[config.mk]
export PLATFORM = sky130hd
export DESIGN_NAME = albo_core
export DESIGN_NICKNAME = d
export VERILOG_FILES = /design/src/pkg/albo_pkg.sv /design/src/pkg/albo_alu_if.sv /design/src/hdl/albo_alu.sv /design/src/hdl/albo_core.sv
export SDC_FILE = /design/constraint.sdc
export NUM_CORES = 1
export LEC_CHECK = 0
export BUFFER_PORTS_ARGS = -buffer_cell sky130_fd_sc_hd__buf_2
export CAP_MARGIN = 20
export CELL_PAD_IN_SITES_DETAIL_PLACEMENT = 1
export CELL_PAD_IN_SITES_GLOBAL_PLACEMENT = 2
export CORE_ASPECT_RATIO = 1.25
export CORE_MARGIN = 8
export CORE_UTILIZATION = 40
export DETAILED_ROUTE_END_ITERATION = 10
export PLACE_DENSITY = 0.85
export SYNTH_ARGS = -nofsm -noshare
export SYNTH_HDL_FRONTEND = slang
export SYNTH_SLANG_ARGS = --single-unit
export TNS_END_PERCENT = 1
[constraint.sdc]
create_clock -name CLK_SYS -period 6.2 [get_ports CLK_SYS]
set_clock_uncertainty 0.05 [all_clocks]
set_input_delay 1.24 -clock CLK_SYS [delete_from_list [all_inputs] [get_ports CLK_SYS]]
set_output_delay 1.24 -clock CLK_SYS [all_outputs]
set_load 0.05 [all_outputs]
[src/pkg/albo_pkg.sv]
/*
 * constants for the accumulator/file-register execution datapath:
 * operation codes, flag positions, register map and reset values.
 * assumes: a single 20 mhz system clock and a classic wishbone master.
 */
`default_nettype none

package albo_pkg;
    // operation selector
    typedef enum logic [2:0]
    {
        ALBO_OP_NONE = 3'h0,
        ALBO_OP_ADD_FILE = 3'h1,
        ALBO_OP_AND_LIT = 3'h2,
        ALBO_OP_AND_FILE = 3'h3,
        ALBO_OP_CLR_BIT = 3'h4,
        ALBO_OP_SET_BIT = 3'h5,
        ALBO_OP_TEST_SKIP = 3'h6
    } albo_op_t;

    // word register offsets (byte addresses)
    localparam logic [7:0] ALBO_OFF_CMD = 8'h00;
    localparam logic [7:0] ALBO_OFF_ACCUM = 8'h04;
    localparam logic [7:0] ALBO_OFF_FLAGS = 8'h08;
    localparam logic [7:0] ALBO_OFF_FILE_BASE = 8'h80;

    // command word fields
    localparam int ALBO_CMD_OP_LSB = 0;
    localparam int ALBO_CMD_DEST_BIT = 3;
    localparam int ALBO_CMD_BIT_LSB = 4;
    localparam int ALBO_CMD_ADDR_LSB = 8;
    localparam int ALBO_CMD_LIT_LSB = 16;

    // flag register fields
    localparam int ALBO_FLAG_CARRY = 0;
    localparam int ALBO_FLAG_DIGIT = 1;
    localparam int ALBO_FLAG_ZERO = 2;
    localparam int ALBO_FLAG_SKIP = 3;

    // reset values
    localparam logic [7:0] ALBO_RST_ACCUM = 8'h00;
    localparam logic [2:0] ALBO_RST_FLAGS = 3'h0;
    localparam logic [7:0] ALBO_RST_FILE = 8'h00;

    // cycles a skipping bit test occupies
    localparam logic [1:0] ALBO_SKIP_CYCLES = 2'h2;
endpackage : albo_pkg

`default_nettype wire

[src/pkg/albo_alu_if.sv]
/*
 * carrier between the top module and the combinational alu.
 * assumes: the top drives operands, the alu returns result and flags.
 */
`timescale 1ns/1ns
`default_nettype none

interface albo_alu_if;
    albo_pkg::albo_op_t op; // operation in execution
    logic [7:0] accum; // accumulator operand
    logic [7:0] file_val; // addressed file register
    logic [7:0] literal; // immediate operand
    logic [2:0] bit_sel; // bit position
    logic [7:0] result; // 8-bit result
    logic carry; // carry out of bit 7
    logic digit; // carry out of bit 3
    logic zero; // result is zero
    logic bit_clear; // tested bit reads zero

    modport top
    (
        output op, accum, file_val, literal, bit_sel,
        input result, carry, digit, zero, bit_clear
    );
    modport alu
    (
        input op, accum, file_val, literal, bit_sel,
        output result, carry, digit, zero, bit_clear
    );
endinterface : albo_alu_if

`default_nettype wire

[src/hdl/albo_alu.sv]
/*
 * combinational arithmetic and logic unit for add, and, bit operations.
 * assumes: operands steady for the cycle; results sampled by the caller.
 */
`timescale 1ns/1ns
`default_nettype none

module albo_alu
(
    albo_alu_if.alu bus
);
    logic [4:0] low_sum; // low nibble sum, bit 4 is digit carry
    logic [8:0] full_sum; // full sum, bit 8 is carry
    logic [7:0] bit_mask; // one-hot mask for the bit position

    // arithmetic and mask generation
    always_comb
    begin
        low_sum = {1'b0, bus.accum[3:0]} + {1'b0, bus.file_val[3:0]};
        full_sum = {1'b0, bus.accum} + {1'b0, bus.file_val};
        bit_mask = 8'h01 << bus.bit_sel;
    end

    // result selection per operation
    always_comb
    begin
        bus.result = 8'h00;
        case (bus.op)
            albo_pkg::ALBO_OP_ADD_FILE:
                bus.result = full_sum[7:0]; // [RULE1]
            albo_pkg::ALBO_OP_AND_LIT:
                bus.result = bus.accum & bus.literal; // [RULE2]
            albo_pkg::ALBO_OP_AND_FILE:
                bus.result = bus.accum & bus.file_val; // [RULE3]
            albo_pkg::ALBO_OP_CLR_BIT:
                bus.result = bus.file_val & ~bit_mask; // [RULE4]
            albo_pkg::ALBO_OP_SET_BIT:
                bus.result = bus.file_val | bit_mask; // [RULE5]
            default:
                bus.result = bus.file_val;
        endcase
    end

    // flag outputs; the caller decides which flags are written
    always_comb
    begin
        bus.carry = full_sum[8]; // [RULE7]
        bus.digit = low_sum[4]; // [RULE7]
        bus.zero = (bus.result == 8'h00); // [RULE7]
        bus.bit_clear = ((bus.file_val & bit_mask) == 8'h00); // [RULE6]
    end
endmodule : albo_alu

`default_nettype wire

[src/hdl/albo_core.sv]
/*
 * execution datapath: accumulator, file registers, status flags and the
 * skip state, reached over a classic wishbone slave.
 * assumes: one 20 mhz clock, synchronous active-high reset, and a master
 * that holds each request until it sees ack.
 */
// The register addresses and register access over Wishbone are this design's own decisions.
// Notes on behaviour
// [RULE1] add accumulator and file, choose destination
// [RULE2] and literal into accumulator, zero only
// [RULE3] and accumulator with file, zero only
// [RULE4] clear one file bit, flags untouched
// [RULE5] set one file bit, flags untouched
// [RULE6] bit clear: discard next, execute no-op
// [RULE7] zero on zero result, carries from adder
`timescale 1ns/1ns
`default_nettype none

module albo_core
#(
    parameter int FILE_DEPTH = 32 // file registers, addresses 0 to 31
)
(
    input wire logic CLK_SYS,
    input wire logic SYS_RST,
    input wire logic WB_CYC_I,
    input wire logic WB_STB_I,
    input wire logic WB_WE_I,
    input wire logic [7:0] WB_ADR_I,
    input wire logic [31:0] WB_DAT_I,
    input wire logic [3:0] WB_SEL_I,
    output logic [31:0] WB_DAT_O,
    output logic WB_ACK_O,
    output logic [7:0] ACCUM,
    output logic [2:0] FLAGS,
    output logic SKIP_ACTIVE
);
    localparam int AW = $clog2(FILE_DEPTH);

    logic [7:0] accum; // accumulator
    logic carry_flag; // carry out of bit 7
    logic digit_carry_flag; // carry out of bit 3
    logic zero_flag; // zero result
    logic [7:0] file_reg [FILE_DEPTH]; // file register array
    logic skip_pending; // next command is discarded
    logic [1:0] skip_cycles; // cycles of the current test
    logic ack; // one-cycle ack

    logic req; // new bus request this cycle
    logic cmd_wr; // write to command register
    logic file_hit; // address inside the file window
    logic [AW-1:0] file_idx; // file index from bus address
    albo_pkg::albo_op_t cmd_op; // operation decoded from write data
    logic cmd_dest; // 1: result to file, 0: to accumulator
    logic [2:0] cmd_bit; // bit position
    logic [AW-1:0] cmd_addr; // file address of the command
    logic exec; // command really executes
    logic [31:0] next_dat; // read data to register

    albo_alu_if alu_bus ();

    albo_alu u_alu
    (
        .bus(alu_bus)
    );

    // request decode; ack drops in the cycle after it was given
    always_comb
    begin
        req = WB_CYC_I && WB_STB_I && !ack;
        cmd_wr = req && WB_WE_I && WB_SEL_I[0]
            && (WB_ADR_I == albo_pkg::ALBO_OFF_CMD);
        file_hit = (WB_ADR_I >= albo_pkg::ALBO_OFF_FILE_BASE)
            && ((WB_ADR_I - albo_pkg::ALBO_OFF_FILE_BASE)
                < 8'(FILE_DEPTH * 4));
        file_idx = AW'((WB_ADR_I - albo_pkg::ALBO_OFF_FILE_BASE) >> 2);
        cmd_op = albo_pkg::albo_op_t'(
            WB_DAT_I[albo_pkg::ALBO_CMD_OP_LSB +: 3]);
        cmd_dest = WB_DAT_I[albo_pkg::ALBO_CMD_DEST_BIT];
        cmd_bit = WB_DAT_I[albo_pkg::ALBO_CMD_BIT_LSB +: 3];
        cmd_addr = WB_DAT_I[albo_pkg::ALBO_CMD_ADDR_LSB +: AW];
        // a command landing in the skip slot is swallowed as a no-op
        exec = cmd_wr && !skip_pending; // [RULE6]
    end

    // operands to the alu
    always_comb
    begin
        alu_bus.op = cmd_op;
        alu_bus.accum = accum;
        alu_bus.file_val = file_reg[cmd_addr];
        alu_bus.literal = WB_DAT_I[albo_pkg::ALBO_CMD_LIT_LSB +: 8];
        alu_bus.bit_sel = cmd_bit;
    end

    // bus ack, one cycle after each request
    always_ff @(posedge CLK_SYS)
    begin
        if (SYS_RST)
            ack <= 1'b0;
        else
            ack <= req;
    end

    // accumulator updates
    always_ff @(posedge CLK_SYS)
    begin
        if (SYS_RST)
            accum <= albo_pkg::ALBO_RST_ACCUM;
        else if (exec)
        begin
            case (cmd_op)
                albo_pkg::ALBO_OP_ADD_FILE,
                albo_pkg::ALBO_OP_AND_FILE:
                    if (!cmd_dest)
                        accum <= alu_bus.result; // [RULE1] [RULE3]
                albo_pkg::ALBO_OP_AND_LIT:
                    accum <= alu_bus.result; // [RULE2]
                default:
                    accum <= accum;
            endcase
        end
        else if (req && WB_WE_I && WB_SEL_I[0]
            && WB_ADR_I == albo_pkg::ALBO_OFF_ACCUM)
            accum <= WB_DAT_I[7:0]; // direct load by software
    end

    // status flags: each operation writes only its own flags
    always_ff @(posedge CLK_SYS)
    begin
        if (SYS_RST)
        begin
            carry_flag <= albo_pkg::ALBO_RST_FLAGS[albo_pkg::ALBO_FLAG_CARRY];
            digit_carry_flag <=
                albo_pkg::ALBO_RST_FLAGS[albo_pkg::ALBO_FLAG_DIGIT];
            zero_flag <= albo_pkg::ALBO_RST_FLAGS[albo_pkg::ALBO_FLAG_ZERO];
        end
        else if (exec)
        begin
            case (cmd_op)
                albo_pkg::ALBO_OP_ADD_FILE:
                begin
                    carry_flag <= alu_bus.carry; // [RULE1] [RULE7]
                    digit_carry_flag <= alu_bus.digit; // [RULE7]
                    zero_flag <= alu_bus.zero; // [RULE7]
                end
                albo_pkg::ALBO_OP_AND_LIT,
                albo_pkg::ALBO_OP_AND_FILE:
                    zero_flag <= alu_bus.zero; // [RULE2] [RULE3]
                default: // bit ops leave flags alone
                    zero_flag <= zero_flag; // [RULE4] [RULE5] [RULE6]
            endcase
        end
        else if (req && WB_WE_I && WB_SEL_I[0]
            && WB_ADR_I == albo_pkg::ALBO_OFF_FLAGS)
        begin
            carry_flag <= WB_DAT_I[albo_pkg::ALBO_FLAG_CARRY];
            digit_carry_flag <= WB_DAT_I[albo_pkg::ALBO_FLAG_DIGIT];
            zero_flag <= WB_DAT_I[albo_pkg::ALBO_FLAG_ZERO];
        end
    end

    // file array: one write port shared by commands and direct access
    genvar gi;
    generate
        for (gi = 0; gi < FILE_DEPTH; gi++)
        begin : g_file
            always_ff @(posedge CLK_SYS)
            begin
                if (SYS_RST)
                    file_reg[gi] <= albo_pkg::ALBO_RST_FILE;
                else if (exec && cmd_addr == AW'(gi))
                begin
                    case (cmd_op)
                        albo_pkg::ALBO_OP_ADD_FILE,
                        albo_pkg::ALBO_OP_AND_FILE:
                            if (cmd_dest)
                                file_reg[gi] <= alu_bus.result; // [RULE1]
                        albo_pkg::ALBO_OP_CLR_BIT,
                        albo_pkg::ALBO_OP_SET_BIT:
                            file_reg[gi] <= alu_bus.result; // [RULE4] [RULE5]
                        default:
                            file_reg[gi] <= file_reg[gi];
                    endcase
                end
                else if (!cmd_wr && req && WB_WE_I && WB_SEL_I[0]
                    && file_hit && file_idx == AW'(gi))
                    file_reg[gi] <= WB_DAT_I[7:0];
            end
        end
    endgenerate

    // skip state: a clear tested bit discards the next command
    always_ff @(posedge CLK_SYS)
    begin
        if (SYS_RST)
        begin
            skip_pending <= 1'b0;
            skip_cycles <= 2'h0;
        end
        else if (cmd_wr && skip_pending)
        begin
            // the discarded slot counts as the second cycle
            skip_pending <= 1'b0; // [RULE6]
            skip_cycles <= albo_pkg::ALBO_SKIP_CYCLES;
        end
        else if (exec && cmd_op == albo_pkg::ALBO_OP_TEST_SKIP)
        begin
            skip_pending <= alu_bus.bit_clear; // [RULE6]
            skip_cycles <= alu_bus.bit_clear ? 2'h1 : 2'h1;
        end
    end

    // read data mux; unmapped addresses read zero
    always_comb
    begin
        next_dat = 32'h0000_0000;
        if (WB_ADR_I == albo_pkg::ALBO_OFF_ACCUM)
            next_dat[7:0] = accum;
        else if (WB_ADR_I == albo_pkg::ALBO_OFF_FLAGS)
        begin
            next_dat[albo_pkg::ALBO_FLAG_CARRY] = carry_flag;
            next_dat[albo_pkg::ALBO_FLAG_DIGIT] = digit_carry_flag;
            next_dat[albo_pkg::ALBO_FLAG_ZERO] = zero_flag;
            next_dat[albo_pkg::ALBO_FLAG_SKIP] = skip_pending;
            next_dat[5:4] = skip_cycles;
        end
        else if (file_hit)
            next_dat[7:0] = file_reg[file_idx];
    end

    // registered read data and mirrored state outputs
    always_ff @(posedge CLK_SYS)
    begin
        if (SYS_RST)
        begin
            WB_DAT_O <= 32'h0000_0000;
            ACCUM <= albo_pkg::ALBO_RST_ACCUM;
            FLAGS <= albo_pkg::ALBO_RST_FLAGS;
            SKIP_ACTIVE <= 1'b0;
        end
        else
        begin
            WB_DAT_O <= req ? next_dat : WB_DAT_O;
            ACCUM <= accum;
            FLAGS <= {zero_flag, digit_carry_flag, carry_flag};
            SKIP_ACTIVE <= skip_pending;
        end
    end

    assign WB_ACK_O = ack;
endmodule : albo_core

`default_nettype wire

==> metrics.md <==
| Metric | Value |
|---|---|
| Post-CTS Hold Buffers | 0 |
| Tot Pwr | 4810 µW |
| Sequential power share | 46.6% |
| Vias/cell | 6.86 |
| Top_reg_cell synth | edfxtp_1 |
| Internal Pwr Total | 3430 µW |
| IO Port Bufs | 55 |
| Share of layout cells above drive strength 1 | 24.3% |
| Global-route wire length before repair | 98.4 mm |
| WP data required | 6.58 ns |
| I/O pins | 94 |
| Largest area contributor in the netlist | edfxtp_1 |
| Combinational share of power | 16.6% |
| Crit path max fanout | 22 |
| Clk Latency, worst-skew pair | 0.60 ns |
| Final hold violations | 0 |
| Starting DRT DRC Count | 1478 |
| Post-synth EDFFs | 256 |
| Clock transition at path regs | 0.07 ns |
| Vias in the first global route | 14355 |
| Mapped Area | 17700 µm² |
| TritonCTS clock tree | built |
| Worst setup SP type | input pin |
| Sw Pwr | 1380 µW |
| Cells after DPL | 1966 |
| Switch share | 28.8% |
| Residual DRC | 0 |
| FMAX | 186 MHz |
| Number of CTS-inserted buffers | 29 |
| Post-CTS Setup Bufs | 0 |
| Post-synth top area share | 43.4% |
| Max rail drop VDD | 0.000210 V |
| All-layer global routing usage | 25.6% |
| H-tree lvl count | 1 |
| Status | completed |
| Fin crit period | 5.37 ns |
| Detail Route Antenna Nets | 0 |
| Nets@finish | 1484 |
| Worst-margin pin slew | 1.22 ns |
| Power Density | 245 nW/µm² |
| Layout area overhead | 10.8% |
| First drt pass iteration count | 5 |
| Synth top area cells | edfxtp_1, mux4_2, a22o_1, dfxtp_1, nor2_1 |
| Sequential-to-total area share from yosys stat | 47.3% |
| Ys Warns | 0 |
| Clock Path Buffers | 3 |
| Total number of vias | 13853 |
| Die area | 51300 µm² |
| Post-synthesis async set-or-reset flop share | 0% |
| Largest net degree at the start of global routing | 52 |
| Syn_area_per_cell | 12.7 µm² |
| Post-cts resize count | 0 |
| Filler Cell Count | 4509 |
| Core ar. | 43900 µm² |
| Clock Sink Count | 291 |
| Worst slew margin | 17.4% |
| Finish-stage setup viols | 0 |
| Worst Setup Path Type | input pin to flip-flop |
| Max FFs per register | 256 |
| Final WL | 66.7 mm |
| Die Span X | 204 µm |
| Layout Cells excl Fill | 2020 |
| CTS root buf | clkbuf_16 |
| Critical path arrival | 5.75 ns |
| GP Congestion | 0.972 |
| Initial antenna violation count | 2 |
| Max-Cap Viols | 0 |
| Unrepaired setup endpoints after global routing | false |
| Setup Total Neg Slack | 0 ns |
| Slew Viols, Final | 0 |
| Hold crit path type | flip-flop to flip-flop |
| Clock Power Share | 36.9% |
| Seq cells post-synth | 291 |
| Site Rows | 86 |
| Crit. End Element | flip-flop |
| Grt total ovfl | 0 |
| Period Utilization, post-route | 86.5% |
| DR WL/cell | 33.0 µm |
| Most common cell after layout, fill and taps aside | a22o_1 |
| Die height | 251 µm |
| Leakage power | 0.00689 µW |
| Post-Syn Instances | 1395 |
| Post-DP HPWL | 47.8 mm |
| Most frequent cells in the layout | a22o_1, edfxtp_1, nor2_1 |
| Number of distinct library cells after synthesis | 75 |
| Initial core utilization | 40.4% |
## per-stage QoR
step           hold WS (ns)  util [%]  worst slack [ns]  instance area [µm²]
3_3_place_gp          0.415      42.6             0.447                18700
5_1_grt               0.462      44.7             0.707                19600
4_1_cts               0.431      44.7             0.886                19600
6_report              0.434      44.7             0.835                19600
2_1_floorplan         0.390         -              1.21                17800
3_5_place_dp          0.419      42.6             0.337                18700
## cells by family after synthesis
| kind of cell | count (synthesis) | synth area share, % |
|---|---|---|
| fa+ha+maj | 9 | 0.678 |
| buf+inv | 179 | 4.92 |
| mux | 172 | 19.0 |
| xor+xnor | 2 | 0.0989 |
| flops | 291 | 47.3 |
| other cells | 1 | 0.0212 |
| compound gates | 430 | 19.3 |
| simple gates | 311 | 8.59 |
## power by group through the flow
stage / Clock (µW) / Sequential, µW / Combinational, µW
after floorplan: 0 / 2270 / 487
after global placement: 0 / 2270 / 758
after detailed placement: 0 / 2280 / 771
after CTS: 1780 / 2240 / 776
after global routing: 1830 / 2250 / 820
final: 1770 / 2240 / 796
## cells in the mapped netlist, drive strengths merged (2+ instances only)
cell       n
a22oi     25
o2111ai    2
a311oi     2
a21o       5
a31o       2
o31ai      4
nand2b    12
nand4      3
nand3b     4
and3       5
mux4     130
o211ai     6
clkbuf    97
nor2     144
mux2i     30
and2       5
or2        3
o21ai     53
nor3      10
edfxtp   256
a211oi     8
a211o      3
mux2      12
or3        8
a221oi     7
buf       66
a32oi      4
xnor2      2
nor4       6
a22o     257
o21bai     2
o22ai      6
nor4b      3
nand3     18
a31oi     15
nand2     63
or4        3
dfxtp     35
inv       15
nor2b     20
a21oi     19
ha         8
o21a       3
## worst max-delay path, stage by stage
cell and delay, ns:
buf_2 0.51, buf_4 0.38, mux4_2 0.59, nand2_1 0.10
nand4_1 0.12, nand2_2 0.15, inv_1 0.08, ha_1 0.22
inv_1 0.09, fa_1 0.23, nand2b_1 0.14, a21oi_1 0.10
and3_1 0.19, nor4_1 0.35, o21ai_0 0.22, a21oi_4 0.53
buf_12 0.26, a22o_1 0.19
## worst paths after layout
check	start	endpoint	slack [ns]	depth (start not counted)
setup / recovery	WB_DAT_I[8]	file_reg[23][4]	0.83	18
hold / removal	skip_cycles[0]	skip_cycles[0]	0.43	2
setup reg to reg	file_reg[13][3]	file_reg[23][4]	1.82	14
hold reg to reg	skip_cycles[0]	skip_cycles[0]	0.43	2
## per-layer routing
layer,part of all wire [%],track usage [%],up-vias
li1,-,-,5684
met1,35,30.8,7070
met2,49,43.0,878
met3,8.3,3.31,219
met4,7.1,16.1,2
met5,0.019,0,-
## area by class of cell
cell class | count | area [µm²] | area share [%]
flip-flops and latches | 291 | 8390 | 42.7
well taps | 572 | 716 | 3.65
inverters | 16 | 60.1 | 0.306
clock inverters | 13 | 128 | 0.650
clock buffers | 39 | 783 | 3.99
multi-input cells | 948 | 8600 | 43.8
repair buffers | 140 | 953 | 4.86
diodes | 1 | 2.50 | 0.0127
Power figures use the tool's default switching activity.
